[src/lcr_pkg.sv]
package lcr_pkg;
    localparam logic [7:0] ADDR_CTRL = 8'hc8;
    localparam logic [7:0] ADDR_STATUS = 8'hc9;
    localparam logic [7:0] ADDR_ERR = 8'hcb;
    localparam logic [7:0] ADDR_BTR = 8'hcc;
    localparam logic [7:0] ADDR_DIVL = 8'hcd;
    localparam logic [7:0] ADDR_DIVH = 8'hce;
    localparam logic [7:0] ADDR_LEN = 8'hcf;
    localparam logic [7:0] ADDR_IDR = 8'hd0;
    localparam logic [7:0] ADDR_SEL = 8'hd1;
    localparam logic [7:0] ADDR_DATA = 8'hd2;
    localparam int CTRL_LEGACY_BIT = 6;
    localparam int CTRL_UART_BIT = 5;
    localparam int STATUS_ERR_BIT = 3;
    localparam int BTR_RESYNC_BIT = 7;
    localparam int SEL_AINC_BIT = 3;
    localparam logic [5:0] BTR_SPB_RESET = 6'h20;
    localparam logic [5:0] BTR_SPB_MIN = 6'h08;
    localparam logic [3:0] LEN_MAX = 4'h8;
    localparam logic [7:0] IDR_RESET = 8'h00;

    typedef struct packed {
        logic framing;
        logic sync;
        logic parity;
        logic checksum;
        logic bit_err;
    } lcr_err_t;

    typedef struct packed {
        logic [7:0] addr;
        logic [7:0] wdata;
        logic wr;
        logic rd;
    } lcr_bus_t;
endpackage : lcr_pkg

[src/lcr_regs.sv]
`timescale 1ns/1ps
`default_nettype none
module lcr_regs #(
    parameter int DEPTH = 8
) (
    // Clock and reset.
    input wire logic clk_i,
    input wire logic rstn_i,
    // Register port.
    input wire logic [7:0] addr_i,
    input wire logic [7:0] wdata_i,
    input wire logic wr_i,
    input wire logic rd_i,
    output logic [7:0] rdata_o,
    // Mode from the frame engine side.
    input wire logic uart_mode_i,
    // Error events, one cycle pulses.
    input wire lcr_pkg::lcr_err_t err_set_i,
    // Frame engine buffer access.
    input wire logic eng_wr_i,
    input wire logic [2:0] eng_idx_i,
    input wire logic [7:0] eng_wdata_i,
    output logic [7:0] eng_rdata_o,
    input wire logic uart_rx_valid_i,
    input wire logic [7:0] uart_rx_byte_i,
    output logic [7:0] uart_tx_byte_o,
    output logic uart_tx_load_o,
    // Configuration outputs.
    output logic error_summary_flag_o,
    output logic resync_disable_o,
    output logic [5:0] samples_per_bit_o,
    output logic [11:0] baud_divisor_o,
    output logic sample_tick_o,
    output logic [3:0] tx_response_length_o,
    output logic [3:0] rx_response_length_o,
    output logic legacy_revision_select_o,
    output logic [5:0] frame_id_field_o,
    output logic [1:0] identifier_parity_o,
    output logic [3:0] legacy_response_length_o
);
    lcr_pkg::lcr_bus_t bus;
    lcr_pkg::lcr_err_t err_q, err_d;
    logic legacy_q;
    logic [7:0] btr_q, divl_q, len_q, idr_q;
    logic [3:0] divh_q;
    logic [3:0] sel_q;
    logic [7:0] uart_rx_q, uart_tx_q;
    logic uart_tx_load_q;
    logic [7:0] rdata_q, rdata_d;
    logic [11:0] div_cnt_q;
    logic [7:0] buf_q [DEPTH];
    logic [7:0] eng_rdata_q;

    assign bus = '{addr: addr_i, wdata: wdata_i, wr: wr_i, rd: rd_i};

    wire sel_ctrl = bus.addr == lcr_pkg::ADDR_CTRL;
    wire sel_stat = bus.addr == lcr_pkg::ADDR_STATUS;
    wire sel_err = bus.addr == lcr_pkg::ADDR_ERR;
    wire sel_btr = bus.addr == lcr_pkg::ADDR_BTR;
    wire sel_divl = bus.addr == lcr_pkg::ADDR_DIVL;
    wire sel_divh = bus.addr == lcr_pkg::ADDR_DIVH;
    wire sel_len = bus.addr == lcr_pkg::ADDR_LEN;
    wire sel_idr = bus.addr == lcr_pkg::ADDR_IDR;
    wire sel_sel = bus.addr == lcr_pkg::ADDR_SEL;
    wire sel_data = bus.addr == lcr_pkg::ADDR_DATA;
    wire data_acc = sel_data & (bus.wr | bus.rd);
    wire lin_data_acc = data_acc & ~uart_mode_i;
    wire summary = |err_q;
    // Writing one to the summary bit clears every cause; a fresh event in the same cycle survives.
    wire err_clr = bus.wr & sel_stat & bus.wdata[lcr_pkg::STATUS_ERR_BIT];
    wire [2:0] idx = sel_q[2:0];
    wire ainc = ~sel_q[lcr_pkg::SEL_AINC_BIT];
    wire [11:0] divisor = {divh_q, divl_q};
    wire [3:0] tx_raw = len_q[7:4];
    wire [3:0] rx_raw = len_q[3:0];
    wire [1:0] legacy_response_length = idr_q[5:4];
    wire [5:0] spb_wr = (bus.wdata[5:0] < lcr_pkg::BTR_SPB_MIN) ? lcr_pkg::BTR_SPB_MIN : bus.wdata[5:0];

    always_comb begin
        err_d = err_clr ? '0 : err_q;
        err_d = err_d | err_set_i;
    end

    always_comb begin
        rdata_d = 8'h00;
        case (1'b1)
            sel_ctrl: rdata_d = {1'b0, legacy_q, 6'h00};
            sel_stat: rdata_d = {4'h0, summary, 3'h0};
            sel_err: rdata_d = {3'h0, err_q};
            sel_btr: rdata_d = {btr_q[7], 1'b0, btr_q[5:0]};
            sel_divl: rdata_d = divl_q;
            sel_divh: rdata_d = {4'h0, divh_q};
            sel_len: rdata_d = len_q;
            sel_idr: rdata_d = idr_q;
            sel_sel: rdata_d = {4'h0, sel_q};
            sel_data: rdata_d = uart_mode_i ? uart_rx_q : buf_q[idx];
            default: rdata_d = 8'h00;
        endcase
    end

    always_ff @(posedge clk_i) begin
        if (!rstn_i) begin
            err_q <= '0;
            legacy_q <= 1'b0;
            btr_q <= {2'b00, lcr_pkg::BTR_SPB_RESET};
            divl_q <= 8'h00;
            divh_q <= 4'h0;
            len_q <= 8'h00;
            idr_q <= lcr_pkg::IDR_RESET;
            rdata_q <= 8'h00;
        end else begin
            err_q <= err_d;
            rdata_q <= bus.rd ? rdata_d : 8'h00;
            if (bus.wr && sel_ctrl) legacy_q <= bus.wdata[lcr_pkg::CTRL_LEGACY_BIT];
            if (bus.wr && sel_btr) btr_q <= {bus.wdata[lcr_pkg::BTR_RESYNC_BIT], 1'b0, spb_wr};
            if (bus.wr && sel_divl) divl_q <= bus.wdata;
            // Reserved divider bits are dropped, so a careless write cannot reach them.
            if (bus.wr && sel_divh) divh_q <= bus.wdata[3:0];
            if (bus.wr && sel_len) len_q <= bus.wdata;
            if (bus.wr && sel_idr) idr_q <= bus.wdata;
        end
    end

    always_ff @(posedge clk_i) begin
        if (!rstn_i) begin
            sel_q <= 4'h0;
        end else if (bus.wr && sel_sel) begin
            sel_q <= bus.wdata[3:0];
        end else if (lin_data_acc && ainc) begin
            sel_q <= {sel_q[3], idx + 3'h1};
        end
    end

    always_ff @(posedge clk_i) begin
        if (!rstn_i) begin
            for (int i = 0; i < DEPTH; i++) buf_q[i] <= 8'h00;
            eng_rdata_q <= 8'h00;
        end else begin
            eng_rdata_q <= buf_q[eng_idx_i];
            // Software writes take priority over the engine at the same byte.
            if (eng_wr_i) buf_q[eng_idx_i] <= eng_wdata_i;
            if (lin_data_acc && bus.wr) buf_q[idx] <= bus.wdata;
        end
    end

    always_ff @(posedge clk_i) begin
        if (!rstn_i) begin
            uart_rx_q <= 8'h00;
            uart_tx_q <= 8'h00;
            uart_tx_load_q <= 1'b0;
        end else begin
            if (uart_rx_valid_i) uart_rx_q <= uart_rx_byte_i;
            uart_tx_load_q <= data_acc & bus.wr & uart_mode_i;
            if (data_acc && bus.wr && uart_mode_i) uart_tx_q <= bus.wdata;
        end
    end

    always_ff @(posedge clk_i) begin
        if (!rstn_i) begin
            div_cnt_q <= 12'h000;
        end else if (div_cnt_q >= divisor) begin
            div_cnt_q <= 12'h000;
        end else begin
            div_cnt_q <= div_cnt_q + 12'h001;
        end
    end

    assign rdata_o = rdata_q;
    assign eng_rdata_o = eng_rdata_q;
    assign uart_tx_byte_o = uart_tx_q;
    assign uart_tx_load_o = uart_tx_load_q;
    assign error_summary_flag_o = summary;
    assign resync_disable_o = btr_q[lcr_pkg::BTR_RESYNC_BIT];
    assign samples_per_bit_o = btr_q[5:0];
    assign baud_divisor_o = divisor;
    assign sample_tick_o = div_cnt_q >= divisor;
    assign tx_response_length_o = uart_mode_i ? 4'h0 : (tx_raw > lcr_pkg::LEN_MAX ? lcr_pkg::LEN_MAX : tx_raw);
    assign rx_response_length_o = uart_mode_i ? 4'h0 : (rx_raw > lcr_pkg::LEN_MAX ? lcr_pkg::LEN_MAX : rx_raw);
    assign legacy_revision_select_o = legacy_q;
    assign frame_id_field_o = legacy_q ? {2'b00, idr_q[3:0]} : idr_q[5:0];
    assign identifier_parity_o = uart_mode_i ? 2'b00 : idr_q[7:6];
    assign legacy_response_length_o = (!legacy_q || uart_mode_i) ? 4'h0 :
        (legacy_response_length == 2'b11) ? 4'h8 : (legacy_response_length == 2'b10) ? 4'h4 : 4'h2;
endmodule : lcr_regs
`default_nettype wire

[config.mk]
export PLATFORM = sky130hd
export DESIGN_NAME = lcr_regs
export DESIGN_NICKNAME = d
export VERILOG_FILES = /design/src/lcr_pkg.sv /design/src/lcr_regs.sv
export SDC_FILE = /design/constraint.sdc
export NUM_CORES = 1
export LEC_CHECK = 0
export CORE_MARGIN = 1
export CORE_UTILIZATION = 30
export CTS_CLUSTER_DIAMETER = 50
export DETAILED_ROUTE_END_ITERATION = 6
export DONT_BUFFER_PORTS = 1
export PLACE_DENSITY = 0.47
export SETUP_SLACK_MARGIN = 0.1
export SKIP_LAST_GASP = 1
export SYNTH_ARGS = -nofsm -noshare
export SYNTH_HDL_FRONTEND = slang
export SYNTH_SLANG_ARGS = --single-unit
export TNS_END_PERCENT = 1
[constraint.sdc]
create_clock -name clk_i -period 6.77 [get_ports clk_i]
set_input_delay 1.354 -clock clk_i [delete_from_list [all_inputs] [get_ports clk_i]]
set_output_delay 1.354 -clock clk_i [all_outputs]
set_load 0.05 [all_outputs]
==> results_dict.tcl, run 1 <==
set metrics [dict create \
    grt_pass1_vias 6143 \
    fin_crit_ns 3.99 \
    fmax_mhz 251 \
    numCtsBuffers 17 \
    numClockSinks 157 \
    syn_avg_cell_area_um2 9.67 \
    p_total_mw 2.16 \
    crit_arrival_ns 2.64 \
    start_kind "register" \
    reg2reg_setup_slack_ns 4.22 \
    end_kind "output pin" \
    fin_cells 1232 \
    cp.required_ns 5.42 \
    core_area_um2 27900 \
    grt_usage_pct 19.9 \
    ys_seq_elements 157 \
    dr.pass1.iters 5 \
    outcome "finished clean" \
    via_per_inst 5.26 \
    peakVddDrop_mv 0.155 \
    grt_first_pass_wirelength_mm 41.7 \
    vias 6478 \
    clockRootBuffer "clkbuf_16" \
    ys.flop_type "dfxtp_1" \
    initial_core_util_pct 30.7 \
    io_pins 114 \
    layout.nets 902 \
    cts_tree "yes" \
    cts_max_level 4 \
    area_growth_pct 8.66 \
    path_clk_slew_ns 0.08 \
    dp_hpwl_mm 20.2 \
    tightest_slew_ns 0.997 \
    dpl.cell_count 1200 \
    synth_cells 888 \
    die_w_um 171 \
    cts_buffer_depth 2 \
    grt_setup_unrepaired "no" \
    wl_mm 28.6 \
    drive_gt1_share_pct 10.7 \
    async_flop_share_pct 0 \
    synth_seq_area_share_pct 44.1 \
    final_area_um2 9330 \
    overflow 0 \
    power_leakage_nw 3.44 \
    synth.area.top_cells "edfxtp_1, dfxtp_1, mux4_2" \
    hold_violations 0 \
    cts_setup_buffers 0 \
    timing.final.max_slew_violations 0 \
    post-route-period-util_pct 58.9 \
    synth_top_area_cell "edfxtp_1" \
    drcViolationCount 0 \
    cts-resized-gates 0 \
    syn_area_um2 8590 \
    syn_nets 949 \
    setup_viol 0 \
    initialDrtViolationCount 588 \
    synth.distinct_cells 62 \
    numPortBuffers 0 \
    slew_headroom_pct 33.5 \
    worst-path-max-fanout 13 \
    hold_path.class "reg -> reg" \
    power_density_nw_per_um2 231 \
    num_antenna_cells 0 \
    clock_latency_ns 0.44 \
    maxCapViolCount 0 \
    synth_top_area_share_pct 22.4 \
    finClkSkew_ns 0.0166 \
    globalplace.congestion 0.863 \
    die_area_um2 29300 \
    path_class "reg -> out" \
    rows 61 \
    placed_area_um2 8730 \
    antenna_left 0 \
    yosysWarnings 0 \
    synth_edf_count 64 \
    antenna_found_initial 0 \
    grt_max_degree 87 \
    cts_hold_buffers 0 \
    wl_per_cell_um 23.2 \
    setup_tns_ns 0 \
    fp.dieH_um 171 \
]
worst paths after layout:
check          startpoint  cells after the start             to
min reg2reg  div_cnt_q[0]                      1   div_cnt_q[0]
min          div_cnt_q[0]                      1   div_cnt_q[0]
max reg2reg     divh_q[1]                      7   div_cnt_q[7]
max             divh_q[1]                      6  sample_tick_o
report_power, final:
| group | internal [mW] | switching [mW] |
|---|---|---|
| sequential | 1.02 | 0.0428 |
| combinational | 0.0475 | 0.0579 |
| clock | 0.545 | 0.446 |
area by class of cell:
| type | count | area (um2) |
|---|---|---|
| multi-input cells | 631 | 4320 |
| fillers | 2850 | 18600 |
| inverters | 28 | 105 |
| repair buffers | 6 | 45.0 |
| clock buffers | 19 | 454 |
| clock inverters | 13 | 146 |
| well taps | 378 | 473 |
| flip-flops and latches | 157 | 3780 |
kinds of logic after synthesis:
family / after synthesis / share of synthesized area (%)
other cells: 1 / 0.0437
fa+ha+maj: 14 / 2.04
mux: 98 / 16.2
compound gates: 155 / 10.5
flops: 157 / 44.1
buf+inv: 100 / 5.73
simple gates: 351 / 20.3
xor+xnor: 12 / 1.22
sequential cells by signal, indices dropped and copies added (netlist names), named ones only:
| name | count |
|---|---|
| buf_q | 64 |
| div_cnt_q | 12 |
| divl_q | 8 |
| eng_rdata_o | 8 |
| idr_q | 8 |
| len_q | 8 |
| rdata_o | 8 |
| uart_rx_q | 8 |
| uart_tx_byte_o | 8 |
| btr_q | 7 |
| err_q | 5 |
| divh_q | 4 |
| sel_q | 4 |
| legacy_revision_select_o | 1 |
| uart_tx_load_o | 1 |
critical path, stage by stage, from the launching register on:
cell and delay, ns:
dfxtp_1 0.69, inv_1 0.10, ha_1 0.33, a21o_1 0.16, a21o_1 0.16, a21o_1 0.17, a211o_1 0.59
cell usage in the layout, fill, tap and decap left out, types with 10 or more instances in the layout:
| cell type | netlist | layout |
|---|---|---|
| mux4_2 | 32 | 32 |
| nand2_1 | 154 | 154 |
| nor3_1 | 16 | 16 |
| dfxtp_1 | 93 | 93 |
| a21oi_1 | 33 | 33 |
| clkbuf_16 | 0 | 18 |
| nand3_1 | 27 | 27 |
| edfxtp_1 | 64 | 64 |
| o21ai_1 | 11 | 11 |
| nand4_1 | 10 | 10 |
| inv_1 | 26 | 25 |
| ha_1 | 14 | 14 |
| o21ai_0 | 72 | 72 |
| and2_1 | 10 | 10 |
| mux2i_1 | 61 | 61 |
| nor2_1 | 81 | 81 |
cell usage after synthesis, types with 3 or more instances:
cell	n
nand3b_1	6
buf_4	9
edfxtp_1	64
dfxtp_1	93
or3_1	8
buf_1	11
nor4_4	6
mux4_2	32
o21ai_1	11
a221oi_1	3
a32oi_1	3
nand4_1	10
clkbuf_1	31
o211ai_1	3
a211o_1	5
and2_1	10
nor3_1	16
a21o_1	4
a211oi_1	3
nor2b_1	7
buf_2	12
o32ai_1	3
nor2_1	81
and3_1	4
xnor2_1	3
a31oi_1	3
o21ai_0	72
a21oi_1	33
nand2b_1	6
ha_1	14
mux2i_1	61
xor2_1	9
nand3_1	27
buf_6	9
mux2_2	5
nand2_1	154
inv_1	26
per-layer routing:
layer / global-route usage, % / share of wire [%] / vias up
li1: - / - / 3073
met1: 27.6 / 45 / 3064
met2: 29.3 / 44 / 279
met3: 5.57 / 8.8 / 62
met4: 7.49 / 3.0 / 0
met5: 0 / 0 / -
through the flow:
stage | hold slack [ns] | setup WS, ns | utilization [%]
after global placement | 0.469 | 3.17 | 31.2
after detailed placement | 0.467 | 3.16 | 31.2
final | 0.473 | 2.78 | 33.4
after global routing | 0.508 | 2.64 | 33.4
after floorplan | 0.442 | 2.34 | -
after CTS | 0.478 | 2.72 | 33.4
Note: power is estimated with default switching activity, not from simulation.
==> inputs of run 2 (changes only) <==
==> constraint.sdc (replaced) <==
create_clock -name clk_i -period 3.7 [get_ports clk_i]
set_input_delay 0.74 -clock clk_i [delete_from_list [all_inputs] [get_ports clk_i]]
set_output_delay 0.74 -clock clk_i [all_outputs]
set_load 0.05 [all_outputs]
==> run 2 against run 1 <==
Compared with the run above: setup slack got worse by 2.1 ns; routed wire length is 0.20% lower; core utilization grew 0.70 points; clock power increased by 93%; critical path type unchanged.
==> results_dict.tcl, run 2 (synthesis results as in run 1) <==
set metrics [dict create \
    hold_violations 0 \
    cts_hold_buffers 0 \
    fp.dieH_um 171 \
    path_clk_slew_ns 0.07 \
    globalplace.congestion 0.842 \
    grt_pass1_vias 6247 \
    layout.nets 925 \
    dp_hpwl_mm 20.1 \
    p_int_mw 3.08 \
    cts-resized-gates 0 \
    setup_tns_ns 0 \
    rows 61 \
    cts_setup_buffers 0 \
    peakVddDrop_mv 0.286 \
    antenna_found_initial 0 \
    power_density_nw_per_um2 424 \
    clock_latency_ns 0.45 \
    fin_cells 1255 \
    grt_setup_unrepaired "no" \
    drcViolationCount 0 \
    initial_core_util_pct 30.7 \
    grt_usage_pct 20.0 \
    final_common_cell "nand2_1" \
    io_pins 114 \
    hold_path.class "in -> reg" \
    nFillCells 2892 \
    fmax_mhz 327 \
    largest_reg_flops 64 \
    cp.required_ns 2.96 \
    area_growth_pct 10.9 \
    power_leakage_nw 3.56 \
    top_register "buf_q" \
    dr.pass1.iters 5 \
    cpMaxStageDelayCell "a211o_1" \
    swShare_pct 23.8 \
    drive_gt1_share_pct 12.8 \
    pwr-share-clk_pct 47.2 \
    start_kind "register" \
    numClockSinks 157 \
    p_comb_share_pct 4.9 \
    grt_max_degree 87 \
    path_cells "buf_4, inv_1, ha_1, a21o_1, a21o_1, a21o_1, a211o_1" \
    switchingPower_mw 0.960 \
    cpPeakStageDelay_ns 0.59 \
    tightest_slew_ns 1.01 \
    final_cell_mix "nand2_1, dfxtp_1, nor2_1" \
    critPathTopFamily "compound AO/OA/AOI/OAI gates" \
    maxCapViolCount 0 \
    fin_crit_ns 3.05 \
    overflow 0 \
    p_seq_share_pct 47.9 \
    worst-path-buf-inv 2 \
    vias 6537 \
    wl_per_cell_um 22.7 \
    numCtsBuffers 17 \
    initialDrtViolationCount 556 \
    timing.final.max_slew_violations 0 \
    cts_tree "yes" \
    placed_area_um2 8900 \
    via_per_inst 5.21 \
    die_area_um2 29300 \
    dpl.cell_count 1223 \
    numPortBuffers 0 \
    final_util_pct 34.1 \
    setup_viol 0 \
    post-route-period-util_pct 82.5 \
    cts_buffer_depth 2 \
    p_total_mw 4.04 \
    path_class "reg -> out" \
    final_area_um2 9520 \
    wl_mm 28.5 \
    cts_max_level 4 \
    antenna_left 0 \
    die_w_um 171 \
    grt_first_pass_wirelength_mm 41.6 \
    worst-path-max-fanout 13 \
    crit_arrival_ns 2.31 \
    num_antenna_cells 0 \
    end_kind "output pin" \
    finClkSkew_ns 0.0123 \
    core_area_um2 27900 \
    clockRootBuffer "clkbuf_16" \
    cpMostUsedCell "a21o_1" \
    outcome "finished clean" \
    slew_headroom_pct 32.9 \
    top_regs "buf_q (64), div_cnt_q (12)" \
]
-- run 2: changes by cell type in the layout (fill, tap and decap cells not counted) --
cell / before / now
clkbuf_16: 18 / 17
clkinv_8: 1 / 0
buf_4: 6 / 29
inv_8: 3 / 0
bufinv_16: 1 / 4
clkinv_1: 1 / 2
inv_6: 4 / 2
clkbuf_1: 1 / 2
clkinv_2: 1 / 0
clkinvlp_4: 0 / 3
-- run 2: layer usage --
metal | global-route usage, % | wire length, um | part of all wire [%]
met5 | 0 | 0 | 0
met3 | 5.38 | 2010 | 7.0
met4 | 7.69 | 728 | 2.6
met2 | 30.7 | 12900 | 45
met1 | 26.7 | 12900 | 45
-- run 2: per-stage QoR --
| step | hold WS (ns) | setup slack (ns) |
|---|---|---|
| CTS | 0.379 | 0.604 |
| global placement | 0.465 | 0.940 |
| finish | 0.388 | 0.646 |
| floorplan | 0.442 | 0.495 |
| global route | 0.373 | 0.501 |
| detailed placement | 0.475 | 0.921 |
-- run 2: worst reg2reg max path, delay by kind of cell (launching register included) --
family | cells | cell delay, ns
compound gates | 2 | 0.61
mux | 2 | 0.89
flops | 1 | 0.78
-- run 2: path summary, 6_finish.rpt --
kind                     start       endpoint  slack, ns  cells past startpoint
setup / recovery     divh_q[0]  sample_tick_o       0.65                      7
hold / removal          rstn_i       btr_q[5]       0.39                      1
setup reg to reg      register     rdata_o[0]       1.29                      4
hold reg to reg   div_cnt_q[0]   div_cnt_q[0]       0.48                      1
-- run 2: cell type report --
class | instances | area, um2 | area share (%)
flip-flops and latches | 157 | 3780 | 39.7
well taps | 378 | 473 | 4.97
clock buffers | 19 | 433 | 4.55
repair buffers | 29 | 218 | 2.29
clock inverters | 13 | 190 | 2.00
multi-input cells | 631 | 4320 | 45.4
inverters | 28 | 105 | 1.10
-- run 2: power by group through the flow --
stage               Clock, mW  Combinational [mW]  Sequential (mW)
global route             2.00               0.215             1.94
CTS                      1.94               0.199             1.93
global placement            0               0.198             1.97
floorplan                   0               0.203             1.94
finish                   1.91               0.197             1.94
detailed placement          0               0.198             1.97
==> inputs of run 3 (changes only) <==
--- a/config.mk
+++ b/config.mk
@@ -5,12 +5,13 @@
 export SDC_FILE = /design/constraint.sdc
 export NUM_CORES = 1
 export LEC_CHECK = 0
+export ABC_AREA = 1
 export CORE_MARGIN = 1
 export CORE_UTILIZATION = 30
 export CTS_CLUSTER_DIAMETER = 50
 export DETAILED_ROUTE_END_ITERATION = 6
 export DONT_BUFFER_PORTS = 1
-export PLACE_DENSITY = 0.47
+export PLACE_DENSITY = 0.48
 export SETUP_SLACK_MARGIN = 0.1
 export SKIP_LAST_GASP = 1
 export SYNTH_ARGS = -nofsm -noshare
==> constraint.sdc (replaced) <==
create_clock -name clk_i -period 2.75 [get_ports clk_i]
set_input_delay 0.55 -clock clk_i [delete_from_list [all_inputs] [get_ports clk_i]]
set_output_delay 0.55 -clock clk_i [all_outputs]
set_load 0.05 [all_outputs]
==> run 3 against run 2 <==
Compared with the run above: critical path type unchanged; total power rose by 31%; sequential share of layout area shrank 1.0 points; critical endpoint unchanged; core utilization is 0.90 points higher; clock skew is 0.0011 ns higher.
==> results_dict.tcl, run 3 <==
set metrics [dict create \
    outcome "finished clean" \
    initialDrtViolationCount 659 \
    path_clk_slew_ns 0.08 \
    core_area_um2 27900 \
    maxCapViolCount 0 \
    fin_ws_ns 0.319 \
    regArea_um2 3780 \
    layout.nets 1216 \
    pwr-share-clk_pct 44.8 \
    antenna_left 0 \
    cts_setup_buffers 0 \
    path_class "reg -> out" \
    final_common_cell "nand2_1" \
    dr.pass1.iters 5 \
    hold_violations 0 \
    ys_top_cells_by_count "nand2_1, nor2_1, inv_1" \
    grt_setup_unrepaired "no" \
    synthMostInstantiatedCell "nand2_1" \
    fin_crit_ns 2.43 \
    die_w_um 171 \
    synth.area.top_cells "edfxtp_1, dfxtp_1, nand2_1" \
    hold_path.class "in -> reg" \
    power_leakage_nw 3.93 \
    switchingPower_mw 1.49 \
    ys.flop_type "dfxtp_1" \
    grt_pass1_vias 7322 \
    antenna_found_initial 0 \
    slew_headroom_pct 50.2 \
    async_flop_share_pct 0 \
    synth.distinct_cells 36 \
    die_area_um2 29300 \
    clock_latency_ns 0.44 \
    grt_max_degree 54 \
    top_regs "buf_q (64), div_cnt_q (12)" \
    drive_gt1_share_pct 10.9 \
    p_seq_share_pct 49.0 \
    start_kind "register" \
    tightest_slew_ns 0.746 \
    synth_top_area_cell "edfxtp_1" \
    syn_nets 1198 \
    cts_buffer_depth 2 \
    post-route-period-util_pct 88.4 \
    cts_hold_buffers 0 \
    fmax_mhz 411 \
    finClkSkew_ns 0.0134 \
    p_comb_share_pct 6.2 \
    holdWs_ns 0.234 \
    end_kind "output pin" \
    cts_max_level 4 \
    cp.required_ns 2.20 \
    num_antenna_cells 0 \
    nFillCells 3022 \
    synth_seq_area_share_pct 44.1 \
    area_growth_pct 14.0 \
    worst-path-max-fanout 3 \
    grt_usage_pct 21.0 \
    dp_hpwl_mm 21.9 \
    crit_arrival_ns 1.88 \
    via_per_inst 5.01 \
    top_register "buf_q" \
    synth_top_area_share_pct 22.4 \
    grt_first_pass_wirelength_mm 44.6 \
    fp.dieH_um 171 \
    multi_input_area_um2 4110 \
    p_total_mw 5.31 \
    cts_tree "yes" \
    p_int_mw 3.82 \
    ys_seq_elements 157 \
    numCtsBuffers 17 \
    timing.final.max_slew_violations 0 \
    yosysWarnings 0 \
    place_worst_setup_slack_ns 0.282 \
    overflow 0 \
    peakVddDrop_mv 0.297 \
    synth_edf_count 64 \
    swShare_pct 28.1 \
    dpl.cell_count 1514 \
    initial_core_util_pct 30.7 \
    fin_cells 1546 \
    globalplace.congestion 0.938 \
    largest_reg_flops 64 \
    power_density_nw_per_um2 543 \
    synth_cells 1137 \
    rows 61 \
    io_pins 114 \
    syn_area_um2 8580 \
    syn_avg_cell_area_um2 7.54 \
    numClockSinks 157 \
    setup_viol 0 \
    wl_per_cell_um 19.4 \
    cts-resized-gates 0 \
    numPortBuffers 0 \
    drcViolationCount 0 \
    vias 7746 \
    clockRootBuffer "clkbuf_16" \
    wl_mm 30.0 \
    final_cell_mix "nand2_1, nor2_1, inv_1" \
]
## run 3: cell count changes after synthesis, moves of 15 or more
cell     change
o21a_1      +22
nand2_1     +57
inv_1       +88
mux4_2      -32
mux2i_1     -61
a21oi_1     +42
nand3_1     +52
o21ai_1     +37
o21ai_2     +15
o21ai_0     +29
nor2_1      +84
## run 3: per-stage QoR
stage,TNS [ns],cell area [um2],util [%]
finish,0,9780,35.0
global route,0,9780,35.0
CTS,0,9780,35.0
detailed placement,0,9190,32.9
global placement,0,9190,32.9
floorplan,-0.233,8580,-
## run 3: worst paths after layout
kind	to	slack, ns	from	cells past startpoint
hold / removal	err_q[2]	0.23	err_set_i[2]	2
setup reg to reg	div_cnt_q[5]	0.82	divh_q[1]	7
hold reg to reg	uart_rx_q[4]	0.47	uart_rx_q[4]	2
setup / recovery	sample_tick_o	0.32	divl_q[2]	7
## run 3: cell type report
| cell class | count | area share, % |
|---|---|---|
| clock buffer | 17 | 4.35 |
| clock inverter | 15 | 1.64 |
| multi-input combinational | 809 | 42.0 |
| tap | 378 | 4.84 |
| timing repair buffer | 50 | 3.84 |
| inverter | 120 | 4.61 |
| sequential | 157 | 38.7 |
## run 3: per-layer routing
| metal | part of all wire, % | up-vias | GRT usage [%] |
|---|---|---|---|
| li1 | - | 3836 | - |
| met1 | 45 | 3617 | 27.3 |
| met2 | 47 | 250 | 34.1 |
| met3 | 5.9 | 43 | 4.67 |
| met4 | 2.5 | 0 | 7.61 |
| met5 | 0 | - | 0 |
## run 3: power by group through the flow
stage | clock [mW] | combinational, mW | sequential (mW)
6_report | 2.38 | 0.331 | 2.60
3_3_place_gp | 0 | 0.327 | 2.65
5_1_grt | 2.51 | 0.358 | 2.61
3_5_place_dp | 0 | 0.326 | 2.65
2_1_floorplan | 0 | 0.230 | 2.63
4_1_cts | 2.41 | 0.327 | 2.60
## run 3: kinds of logic (layout without fill, tap and decap cells)
group	after synthesis	after routing	share of synthesized area, %
AO/OA/AOI/OAI	292	292	19.3
flip-flops	157	157	44.1
AND/OR/NAND/NOR	495	495	25.3
other	1	1	0.0437
XOR/XNOR	7	7	0.715
buffers and inverters	171	202	8.46
adder cells (fa/ha/maj)	14	14	2.04
## run 3: critical path: stages (launching register included)
cell and delay [ns]:
dfxtp_1 0.34, inv_1 0.08, ha_1 0.29, inv_1 0.05
o31ai_1 0.25, nand3_1 0.13, nand3_1 0.10, buf_4 0.20
